<file path="config.mk">
export PLATFORM = sky130hd
export DESIGN_NAME = recp_regs
export DESIGN_NICKNAME = d
export VERILOG_FILES = /design/src/logic/recp_pkg.sv /design/src/logic/recp_regs.sv
export SDC_FILE = /design/constraint.sdc
export NUM_CORES = 1
export LEC_CHECK = 0
export BUFFER_PORTS_ARGS = -buffer_cell sky130_fd_sc_hd__buf_2
export CAP_MARGIN = 5
export CORE_MARGIN = 10
export CORE_UTILIZATION = 48
export CTS_BUF_LIST = sky130_fd_sc_hd__clkbuf_16
export CTS_CLUSTER_DIAMETER = 200
export DETAILED_ROUTE_END_ITERATION = 7
export HOLD_SLACK_MARGIN = 0.02
export PLACE_DENSITY = 0.86
export RECOVER_POWER = 50
export SETUP_SLACK_MARGIN = 0.15
export SYNTH_ARGS = -nofsm -noshare
export SYNTH_HDL_FRONTEND = slang
export SYNTH_SLANG_ARGS = --single-unit
export TNS_END_PERCENT = 50
</file>
<file path="constraint.sdc">
create_clock -name core_clk -period 3 [get_ports core_clk]
set_input_delay 0.3 -clock core_clk [delete_from_list [all_inputs] [get_ports core_clk]]
set_output_delay 0.3 -clock core_clk [all_outputs]
set_load 0.005 [all_outputs]
</file>
<file path="src/logic/recp_pkg.sv">
// Purpose: shared constants and carriers for the receive error counter and pcs config block
// Assumes: 16-bit register data over a plain strobe port
// Notes: offsets are register indexes on the management port
package recp_pkg;
    localparam logic [4:0] RECP_ADDR_ERR_CNT = 5'h15;
    localparam logic [4:0] RECP_ADDR_PCS_CFG = 5'h16;
    localparam logic [15:0] RECP_ERR_CNT_RST = 16'h0000;
    localparam logic [7:0] RECP_TALLY_MAX = 8'hff;
    localparam logic [3:0] RECP_PCS_RST = 4'h1;
    localparam int RECP_BIT_FREE_CLK = 11;
    localparam int RECP_BIT_SILENT = 10;
    localparam int RECP_BIT_FORCE_SD = 9;
    localparam int RECP_BIT_HOLD = 8;
    localparam int RECP_CFG_LO = 8;
    localparam int RECP_CFG_HI = 11;

    typedef struct packed {
        logic [4:0] addr;
        logic [15:0] wdata;
        logic wr;
        logic rd;
    } recp_req_t;

    typedef struct packed {
        logic carrier;
        logic bad_symbol;
        logic collision;
        logic signal_valid;
        logic descr_lock;
    } recp_line_t;

    typedef struct packed {
        logic rx_clk_free_run;
        logic tx_silent_mode_enable;
        logic force_signal_detect;
        logic link_hold_policy;
    } recp_cfg_t;
endpackage : recp_pkg

</file>
<file path="src/logic/recp_regs.sv">
// Purpose: receive symbol error count and upper pcs configuration bits
// Assumes: all line status inputs synchronous to core_clk
// Notes: read data valid the cycle after the read strobe
// Function
// RULE_01 - error count upper byte ignores writes, reads zero, resets zero
// RULE_02 - count increments when carrier valid and an invalid symbol seen
// RULE_03 - at most one increment per carrier event
// RULE_04 - no increment for a carrier event with collision
// RULE_05 - count saturates at maximum, never wraps
// RULE_06 - read returns count then clears it; reset clears it
// RULE_07 - software keeps pcs reserved bits 15:12 at zero
// RULE_08 - bit 11 set gives free running rx clock, else phase aligned
// RULE_09 - bit 10 set selects transmit true quiet mode
// RULE_10 - bit 9 set forces signal detect in the pma
// RULE_11 - link rises only after valid signal and descrambler lock
// RULE_12 - bit 8 high: link holds while signal valid, lock loss ignored
// RULE_13 - bit 8 low: link holds only while signal valid and locked
//
// The implementer's own choice: the strobed register port.
`timescale 1ns/1ps
`default_nettype none
module recp_regs (
    input wire logic core_clk,
    input wire logic sys_rst,
    input wire recp_pkg::recp_req_t req,
    output logic [15:0] rdata,
    input wire recp_pkg::recp_line_t line,
    output recp_pkg::recp_cfg_t cfg,
    output logic signal_detect,
    output logic link_up
);
    import recp_pkg::*;

    logic [7:0] symbol_error_tally_r;
    logic [3:0] cfg_r;
    logic [15:0] rdata_r;
    logic event_bad_r;
    logic event_coll_r;
    logic carrier_d_r;
    logic link_r;

    ////////////////////////////////////////////////////////////////////
    function automatic logic hit(input logic [4:0] a, input logic [4:0] off);
        hit = (a == off);
    endfunction : hit

    ////////////////////////////////////////////////////////////////////
    // event tracking: one verdict per carrier event, judged at its end
    wire logic event_end = carrier_d_r & ~line.carrier;
    wire logic count_evt = event_end & event_bad_r & ~event_coll_r;
    wire logic rd_cnt = req.rd & hit(req.addr, RECP_ADDR_ERR_CNT);

    always_ff @(posedge core_clk) begin
        if (sys_rst) begin
            carrier_d_r <= 1'b0;
            event_bad_r <= 1'b0;
            event_coll_r <= 1'b0;
        end else begin
            carrier_d_r <= line.carrier;
            if (line.carrier) begin
                event_bad_r <= (carrier_d_r ? event_bad_r : 1'b0) | line.bad_symbol; // RULE_02
                event_coll_r <= (carrier_d_r ? event_coll_r : 1'b0) | line.collision; // RULE_04
            end else begin
                event_bad_r <= 1'b0;
                event_coll_r <= 1'b0;
            end
        end
    end

    ////////////////////////////////////////////////////////////////////
    // an event landing with the clearing read survives as a count of one
    always_ff @(posedge core_clk) begin
        if (sys_rst) begin
            symbol_error_tally_r <= RECP_ERR_CNT_RST[7:0]; // RULE_06
        end else if (rd_cnt) begin
            symbol_error_tally_r <= {7'h00, count_evt}; // RULE_06
        end else if (count_evt && symbol_error_tally_r != RECP_TALLY_MAX) begin
            symbol_error_tally_r <= symbol_error_tally_r + 8'h01; // RULE_03 RULE_05
        end
    end

    ////////////////////////////////////////////////////////////////////
    // reserved upper bits are not stored; software keeps them zero
    always_ff @(posedge core_clk) begin
        if (sys_rst) begin
            cfg_r <= RECP_PCS_RST;
        end else if (req.wr && hit(req.addr, RECP_ADDR_PCS_CFG)) begin
            cfg_r <= req.wdata[RECP_CFG_HI:RECP_CFG_LO]; // RULE_07
        end
    end

    always_ff @(posedge core_clk) begin
        if (sys_rst) begin
            rdata_r <= 16'h0000;
        end else if (req.rd) begin
            case (1'b1)
                hit(req.addr, RECP_ADDR_ERR_CNT): rdata_r <= {8'h00, symbol_error_tally_r}; // RULE_01
                hit(req.addr, RECP_ADDR_PCS_CFG): rdata_r <= {4'h0, cfg_r, 8'h00};
                default: rdata_r <= 16'h0000;
            endcase
        end else begin
            rdata_r <= 16'h0000;
        end
    end
    assign rdata = rdata_r;

    ////////////////////////////////////////////////////////////////////
    assign cfg.rx_clk_free_run = cfg_r[RECP_BIT_FREE_CLK - RECP_CFG_LO]; // RULE_08
    assign cfg.tx_silent_mode_enable = cfg_r[RECP_BIT_SILENT - RECP_CFG_LO]; // RULE_09
    assign cfg.force_signal_detect = cfg_r[RECP_BIT_FORCE_SD - RECP_CFG_LO]; // RULE_10
    assign cfg.link_hold_policy = cfg_r[RECP_BIT_HOLD - RECP_CFG_LO];
    assign signal_detect = line.signal_valid | cfg_r[RECP_BIT_FORCE_SD - RECP_CFG_LO]; // RULE_10

    always_ff @(posedge core_clk) begin
        if (sys_rst) begin
            link_r <= 1'b0;
        end else if (!link_r) begin
            link_r <= signal_detect & line.descr_lock; // RULE_11
        end else if (cfg_r[RECP_BIT_HOLD - RECP_CFG_LO]) begin
            link_r <= signal_detect; // RULE_12
        end else begin
            link_r <= signal_detect & line.descr_lock; // RULE_13
        end
    end
    assign link_up = link_r;

    ////////////////////////////////////////////////////////////////////
    property p_upper_zero;
        @(posedge core_clk) disable iff (sys_rst)
        $past(rd_cnt) |-> rdata[15:8] == 8'h00;
    endproperty
    a_upper_zero: assert property (p_upper_zero) else $error("count upper byte not zero"); // RULE_01

    property p_count_up;
        @(posedge core_clk) disable iff (sys_rst)
        count_evt && !rd_cnt && symbol_error_tally_r != 8'hff
            |=> symbol_error_tally_r == $past(symbol_error_tally_r) + 8'h01;
    endproperty
    a_count_up: assert property (p_count_up) else $error("error count did not advance"); // RULE_02

    property p_once;
        @(posedge core_clk) disable iff (sys_rst)
        !rd_cnt && !event_end |=> symbol_error_tally_r == $past(symbol_error_tally_r);
    endproperty
    a_once: assert property (p_once) else $error("count moved mid event"); // RULE_03

    property p_coll;
        @(posedge core_clk) disable iff (sys_rst)
        event_end && event_coll_r && !rd_cnt |=> $stable(symbol_error_tally_r);
    endproperty
    a_coll: assert property (p_coll) else $error("collision event counted"); // RULE_04

    property p_sat;
        @(posedge core_clk) disable iff (sys_rst)
        symbol_error_tally_r == 8'hff && !rd_cnt |=> symbol_error_tally_r == 8'hff;
    endproperty
    a_sat: assert property (p_sat) else $error("count wrapped"); // RULE_05

    property p_clr;
        @(posedge core_clk) disable iff (sys_rst)
        rd_cnt |=> rdata[7:0] == $past(symbol_error_tally_r) && symbol_error_tally_r <= 8'h01;
    endproperty
    a_clr: assert property (p_clr) else $error("read did not return and clear"); // RULE_06

    property p_free;
        @(posedge core_clk) disable iff (sys_rst)
        req.wr && hit(req.addr, RECP_ADDR_PCS_CFG)
            |=> cfg.rx_clk_free_run == $past(req.wdata[RECP_BIT_FREE_CLK]);
    endproperty
    a_free: assert property (p_free) else $error("free clock bit wrong"); // RULE_08

    property p_silent;
        @(posedge core_clk) disable iff (sys_rst)
        req.wr && hit(req.addr, RECP_ADDR_PCS_CFG)
            |=> cfg.tx_silent_mode_enable == $past(req.wdata[RECP_BIT_SILENT]);
    endproperty
    a_silent: assert property (p_silent) else $error("quiet mode bit wrong"); // RULE_09

    property p_force;
        @(posedge core_clk) disable iff (sys_rst)
        cfg.force_signal_detect |-> signal_detect;
    endproperty
    a_force: assert property (p_force) else $error("forced detect missing"); // RULE_10

    property p_rise;
        @(posedge core_clk) disable iff (sys_rst)
        $rose(link_up) |-> $past(signal_detect) && $past(line.descr_lock);
    endproperty
    a_rise: assert property (p_rise) else $error("link rose without lock"); // RULE_11

    property p_hold;
        @(posedge core_clk) disable iff (sys_rst)
        link_up && cfg.link_hold_policy && signal_detect |=> link_up;
    endproperty
    a_hold: assert property (p_hold) else $error("link dropped on lock loss"); // RULE_12

    property p_strict;
        @(posedge core_clk) disable iff (sys_rst)
        link_up && !cfg.link_hold_policy && !line.descr_lock |=> !link_up;
    endproperty
    a_strict: assert property (p_strict) else $error("link held without lock"); // RULE_13

    ////////////////////////////////////////////////////////////////////
    // counter side: writes, read word and event bookkeeping
    property p_wr_cnt_ignored;
        @(posedge core_clk) disable iff (sys_rst)
        req.wr && hit(req.addr, RECP_ADDR_ERR_CNT) && !count_evt |=> $stable(symbol_error_tally_r);
    endproperty
    a_wr_cnt_ignored: assert property (p_wr_cnt_ignored) else $error("count took a write"); // RULE_01

    property p_rdata_idle;
        @(posedge core_clk) disable iff (sys_rst)
        !$past(req.rd) |-> rdata == 16'h0000;
    endproperty
    a_rdata_idle: assert property (p_rdata_idle) else $error("read data outside slot"); // RULE_06

    property p_bad_needed;
        @(posedge core_clk) disable iff (sys_rst)
        event_end && !event_bad_r && !rd_cnt |=> $stable(symbol_error_tally_r);
    endproperty
    a_bad_needed: assert property (p_bad_needed) else $error("clean event counted"); // RULE_02

    property p_bad_tracks;
        @(posedge core_clk) disable iff (sys_rst)
        line.carrier && line.bad_symbol |=> event_bad_r;
    endproperty
    a_bad_tracks: assert property (p_bad_tracks) else $error("bad symbol not noted"); // RULE_02

    property p_bad_fresh;
        @(posedge core_clk) disable iff (sys_rst)
        line.carrier && !carrier_d_r && !line.bad_symbol |=> !event_bad_r;
    endproperty
    a_bad_fresh: assert property (p_bad_fresh) else $error("stale bad mark"); // RULE_03

    property p_idle_clear;
        @(posedge core_clk) disable iff (sys_rst)
        !line.carrier |=> !event_bad_r && !event_coll_r;
    endproperty
    a_idle_clear: assert property (p_idle_clear) else $error("event marks kept"); // RULE_03

    property p_step_one;
        @(posedge core_clk) disable iff (sys_rst)
        !rd_cnt |=> symbol_error_tally_r == $past(symbol_error_tally_r)
            || symbol_error_tally_r == $past(symbol_error_tally_r) + 8'h01;
    endproperty
    a_step_one: assert property (p_step_one) else $error("count jumped"); // RULE_03

    property p_coll_tracks;
        @(posedge core_clk) disable iff (sys_rst)
        line.carrier && line.collision |=> event_coll_r;
    endproperty
    a_coll_tracks: assert property (p_coll_tracks) else $error("collision not noted"); // RULE_04

    property p_coll_blocks;
        @(posedge core_clk) disable iff (sys_rst)
        event_coll_r |-> !count_evt;
    endproperty
    a_coll_blocks: assert property (p_coll_blocks) else $error("collision event judged"); // RULE_04

    property p_sat_hold;
        @(posedge core_clk) disable iff (sys_rst)
        count_evt && symbol_error_tally_r == RECP_TALLY_MAX && !rd_cnt
            |=> symbol_error_tally_r == RECP_TALLY_MAX;
    endproperty
    a_sat_hold: assert property (p_sat_hold) else $error("count left maximum"); // RULE_05

    property p_no_wrap;
        @(posedge core_clk) disable iff (sys_rst)
        symbol_error_tally_r == RECP_TALLY_MAX && !rd_cnt |=> symbol_error_tally_r != 8'h00;
    endproperty
    a_no_wrap: assert property (p_no_wrap) else $error("count wrapped to zero"); // RULE_05

    property p_clr_plain;
        @(posedge core_clk) disable iff (sys_rst)
        rd_cnt && !count_evt |=> symbol_error_tally_r == 8'h00;
    endproperty
    a_clr_plain: assert property (p_clr_plain) else $error("read did not clear"); // RULE_06

    property p_clr_race;
        @(posedge core_clk) disable iff (sys_rst)
        rd_cnt && count_evt |=> symbol_error_tally_r == 8'h01;
    endproperty
    a_clr_race: assert property (p_clr_race) else $error("event lost on clear"); // RULE_06

    ////////////////////////////////////////////////////////////////////
    // config side and link
    property p_rd_cfg;
        @(posedge core_clk) disable iff (sys_rst)
        req.rd && hit(req.addr, RECP_ADDR_PCS_CFG) |=> rdata == {4'h0, $past(cfg_r), 8'h00};
    endproperty
    a_rd_cfg: assert property (p_rd_cfg) else $error("config read word wrong"); // RULE_07

    property p_reserved_zero;
        @(posedge core_clk) disable iff (sys_rst)
        req.rd && hit(req.addr, RECP_ADDR_PCS_CFG) |=> rdata[15:12] == 4'h0;
    endproperty
    a_reserved_zero: assert property (p_reserved_zero) else $error("reserved bits set"); // RULE_07

    property p_rd_unmapped;
        @(posedge core_clk) disable iff (sys_rst)
        req.rd && !hit(req.addr, RECP_ADDR_ERR_CNT) && !hit(req.addr, RECP_ADDR_PCS_CFG)
            |=> rdata == 16'h0000;
    endproperty
    a_rd_unmapped: assert property (p_rd_unmapped) else $error("unmapped read not zero"); // RULE_01

    property p_cfg_hold;
        @(posedge core_clk) disable iff (sys_rst)
        !(req.wr && hit(req.addr, RECP_ADDR_PCS_CFG)) |=> $stable(cfg_r);
    endproperty
    a_cfg_hold: assert property (p_cfg_hold) else $error("config changed unasked"); // RULE_08

    property p_force_write;
        @(posedge core_clk) disable iff (sys_rst)
        req.wr && hit(req.addr, RECP_ADDR_PCS_CFG)
            |=> cfg.force_signal_detect == $past(req.wdata[RECP_BIT_FORCE_SD]);
    endproperty
    a_force_write: assert property (p_force_write) else $error("force bit wrong"); // RULE_10

    property p_hold_write;
        @(posedge core_clk) disable iff (sys_rst)
        req.wr && hit(req.addr, RECP_ADDR_PCS_CFG)
            |=> cfg.link_hold_policy == $past(req.wdata[RECP_BIT_HOLD]);
    endproperty
    a_hold_write: assert property (p_hold_write) else $error("hold policy bit wrong"); // RULE_12

    property p_sd_normal;
        @(posedge core_clk) disable iff (sys_rst)
        !cfg.force_signal_detect |-> signal_detect == line.signal_valid;
    endproperty
    a_sd_normal: assert property (p_sd_normal) else $error("detect not following line"); // RULE_10

    property p_link_needs_both;
        @(posedge core_clk) disable iff (sys_rst)
        !link_up && !(signal_detect && line.descr_lock) |=> !link_up;
    endproperty
    a_link_needs_both: assert property (p_link_needs_both) else $error("link rose early"); // RULE_11

    property p_link_rise;
        @(posedge core_clk) disable iff (sys_rst)
        !link_up && signal_detect && line.descr_lock |=> link_up;
    endproperty
    a_link_rise: assert property (p_link_rise) else $error("link failed to rise"); // RULE_11

    property p_drop_signal;
        @(posedge core_clk) disable iff (sys_rst)
        link_up && !signal_detect |=> !link_up;
    endproperty
    a_drop_signal: assert property (p_drop_signal) else $error("link held without signal"); // RULE_12

    property p_strict_hold;
        @(posedge core_clk) disable iff (sys_rst)
        link_up && !cfg.link_hold_policy && signal_detect && line.descr_lock |=> link_up;
    endproperty
    a_strict_hold: assert property (p_strict_hold) else $error("strict link dropped"); // RULE_13
endmodule : recp_regs
`default_nettype wire

</file>
; Word-level counts from Yosys, hierarchy flattened
; Index checks and enable logic that the tools add are counted.
[word_totals]
reg_bits = 32
word_cells = 41
[op_classes]
addsub = 1
eq_ne = 3
muxes = 7
bitwise_logic = 12
reduce_logical = 8
[ops]
columns = operator, n
row1 = $eq 5x5->1 const B, 2
row2 = $add 8x1->8 const B, 1
row3 = $mux 8, 1
row4 = $ne 8x8->1 const B, 1
row5 = $mux 1, 6
row6 = $reduce_or 2->1, 3
row7 = $and 1x1->1, 5
row8 = $not 1->1, 4
row9 = $reduce_or 4->1, 1
row10 = $or 1x1->1, 3
row11 = $reduce_or 3->1, 1
row12 = $logic_and 1x1->1, 2
row13 = $reduce_bool 2->1, 1

; Depth between registers and ports, before layout
[depth]
depth_word = 7
ltp_mapped = 5
depth_no_buf = 5

; Worst setup path before layout
; No wires, ideal clock.
[synth_path]
kind = input to register
from = input port line[4] (netlist bit)
to = register symbol_error_tally_r[5]
setup_time_ns = 0.070
arrival_ns = 1.169
required_ns = 2.930
slack_ns = 1.760
path_stages = 4
n_path_buf = 0
path_cell_list = and4bb_4 o211ai_2 or3_1 a21oi_1
[synth_via]
elab_chain_len = 5
[synth_rtl]
columns = element, line
row1 = from (decl), recp_regs.sv:27  ; input wire recp_pkg::recp_line_t line,
row2 = $not 1->1 (no line), n/a
row3 = $and 1x1->1, recp_regs.sv:49  ; wire logic event_end = carrier_d_r & ~line.carrier;
row4 = $and 1x1->1 (2 in a row), recp_regs.sv:50  ; wire logic count_evt = event_end & event_bad_r & ~event_coll_r;
row5 = $logic_and 1x1->1, recp_regs.sv:77  ; end else if (count_evt && symbol_error_tally_r != RECP_TALLY_MAX) begin
row6 = to (signal assigned), recp_regs.sv:74  ; symbol_error_tally_r <= RECP_ERR_CNT_RST[7:0];
row7 = to (signal assigned), recp_regs.sv:76  ; symbol_error_tally_r <= {7'h00, count_evt};
row8 = to (signal assigned), recp_regs.sv:78  ; symbol_error_tally_r <= symbol_error_tally_r + 8'h01;
row9 = to (decl), recp_regs.sv:34  ; logic [7:0] symbol_error_tally_r;
; Every way passes these cells.
; A chain may end at the register's enable or synchronous reset.

; Worst setup path in the final report
[layout_path]
from = register symbol_error_tally_r[0]
to = register symbol_error_tally_r[5]
[layout_via]
elab_chain_len = 2
elab_cells_between_ends = 3
cone_classes = 1 x add/sub / 1 x eq/ne / 1 x reduce/logical
[layout_rtl]
columns = element
row1 = "parallel branches: the longest is 2 deep, another holds $add 8x1->8"
; Several ways; the timed one is not identified.

==> reports/results.txt <==
status: finished, final reports clean
Post-Route WL: 2.30 mm
Finished Cell Area: 1360 sq um
total DRC errors in the routed layout: 0
Synth area leader: dfxtp_1
Clock Root Buffer: clkbuf_16
RR Startpoint: symbol_error_tally_r[0]
WHS Path Cells: 3
DP Area: 1270 sq um
share of cells above drive strength 1: 19.3%
worst path cell trace: ha_1 -> nand2_1 -> o211ai_2 -> or3_1 -> a21oi_1
dominant synthesized flop cell: dfxtp_1
Overflow after GRT: 0
top cells by count, synth: 28 x dfxtp_1, 14 x nor2_1, 12 x and2_1
WL per Instance: 13.3 microns
pwr dens: 580 nW/um^2
CTS clk-pin slew, worst paths: 0.06 ns
RR Endpoint: symbol_error_tally_r[5]
die width: 67.6 microns
GRT Total Usage: 9.83%
sequential element share of the synthesized area: 51.6%
Routability Congestion: 0.800
CTS Buffer Depth: 2
Routed Antenna Nets: 0
worst-case vdd ir drop: 0.412 mV
met3 usage: 2.48%
GR Util met1: 8.53%
fin cells: 173
DIE HEIGHT: 67.6 microns
depth of the worst register-to-register path: 5
hold endpoint: cfg[2]
vias per cell: 4.92
FP Rows: 17
CP Data Arrival Time: 1.57 ns
CTS Buf Count: 3
# setup viols final: 0
RSZ-0062 raised after global routing: false
Gate Count Post-Synth: 108
Mapped Area: 1090 sq um
starting DRC count in detailed routing: 8
number of global-route vias before repair: 924
most frequent cell after synthesis: dfxtp_1
R2R setup slack: 1.61 ns
Synth top area share: 51.6%
Final min period: 1.39 ns
drt first pass iters: 3
port bufs: 35
Skew-Pair Late Insertion Delay: 0.26 ns
Layout Nets: 177
Critical Path RT: 3.19 ns
fin crit share: 46.2%
area of the core: 2190 sq um
min-delay src: req[12]
initial core utilization: 49.6%
maxcap violations: 0
syn avg cell area: 10.1 sq um
area of the die: 4570 sq um
crit path capture type: flip-flop
htree depth: 1
detailed-route via count: 851
Final Max Slew Viols: 0
setup tns final: 0 ns
largest net degree at the start of global routing: 17
total leakage power: 0.604 nW
Hold Crit Class: input pin to flip-flop
grt peak-use layer: met2
Worst Path Max Fanout: 5
Post-CTS Resized: 0
DP HPWL: 1.89 mm
Final Hold Fails: 0
placed cells: 169
CTS Hold Bufs: 0
clock skew: 0.00292 ns
# IOs: 52
Post-CTS Setup Bufs: 0
register bit total from synthesis: 28
filler cell count: 200
Critical Path Slowest Stage Cell: dfxtp_1
Synth area leaders: dfxtp_1 52%, and2_1 6.9%, nor2_1 4.8%, mux2i_1 3.7%, xor2_1 3.2%
first-pass GRT wire length: 3.61 mm
ys async rst share: 0%
crit start category: flip-flop
initial antenna violation count: 0
Setup CP Type: flip-flop to flip-flop
number of antenna diodes: 0
synthesis-to-finish area growth: 25.1%
Fmax: 721 MHz
YS warnings: 0
GRT met2 Usage: 20.2%
CTS tree: done
Clock Sinks: 28
Synth cell types: 34
Critical Path Max Stage Delay: 0.34 ns
Post-synth EDFFs: 0
cell type report:
cell class | count | area (sq um) | share of cell area, %
clock inverter | 1 | 30.0 | 2.21
tap | 28 | 35.0 | 2.58
timing repair buffer | 35 | 155 | 11.4
inverter | 4 | 15.0 | 1.10
multi-input combinational | 74 | 489 | 36.0
sequential | 28 | 561 | 41.2
clock buffer | 3 | 75.1 | 5.52
sequential cells by signal (all words and copies together), names as in the netlist:
signal	flops
rdata	12
link_up	1
event_bad_r	1
symbol_error_tally_r	8
carrier_d_r	1
event_coll_r	1
cfg	4
routing by layer:
layer | share of wire [%] | up-vias | wire length [microns]
met5 | 0 | - | 0
met4 | 0.26 | 0 | 6
met3 | 5.4 | 2 | 125
met2 | 54 | 27 | 1250
met1 | 40 | 390 | 913
li1 | - | 432 | -
kinds of logic after synthesis:
group,after synthesis,share of synthesized area (%)
compound gates,13,8.74
xor+xnor,5,4.03
fa+ha+maj,1,1.15
buf+inv,9,4.49
flops,28,51.6
mux,4,3.68
other cells,1,0.345
simple gates,47,26.0
worst max path at each step:
| stage | startpoint | endpoint | slack (ns) |
|---|---|---|---|
| 3_3_place_gp | req[21] | rdata[2] | 1.59 |
| 4_1_cts | symbol_error_tally_r[0] | symbol_error_tally_r[5] | 1.62 |
| 2_1_floorplan | line[4] | symbol_error_tally_r[5] | 1.76 |
| 3_5_place_dp | line[4] | symbol_error_tally_r[5] | 1.52 |
| 6_report | symbol_error_tally_r[0] | symbol_error_tally_r[5] | 1.61 |
| 5_1_grt | symbol_error_tally_r[0] | symbol_error_tally_r[5] | 1.53 |
metrics by stage:
step	utilization, %	power (mW)	hold WS (ns)	setup slack (ns)
final	62.1	0.788	0.277	1.61
after global routing	62.1	0.813	0.287	1.53
after CTS	63.0	0.795	0.277	1.62
after detailed placement	58.2	0.415	0.467	1.52
after global placement	58.2	0.413	0.459	1.59
after floorplan	-	0.403	0.417	1.76
worst max-delay path, delay by kind of cell (launching register included):
| kind | cells | cell delay (ns) |
|---|---|---|
| fa+ha+maj | 1 | 0.26 |
| compound gates | 2 | 0.27 |
| simple gates | 2 | 0.44 |
| flops | 1 | 0.34 |
cell usage in the layout (no fill, tap or decap), drive strengths merged, types with 4 or more instances in the layout:
cell and count:
conb 4, dfxtp 28, and2 12, clkbuf 18, a21oi 5, nor2 14
xor2 4, inv 4, mux2i 4, buf 20
power by group:
group	switching, mW	internal, mW	total (mW)
clock	0.117	0.265	0.382
combinational	0.0138	0.0144	0.0282
sequential	0.00289	0.375	0.378
total	0.134	0.655	0.788
Note: power is estimated with default switching activity, not from simulation.
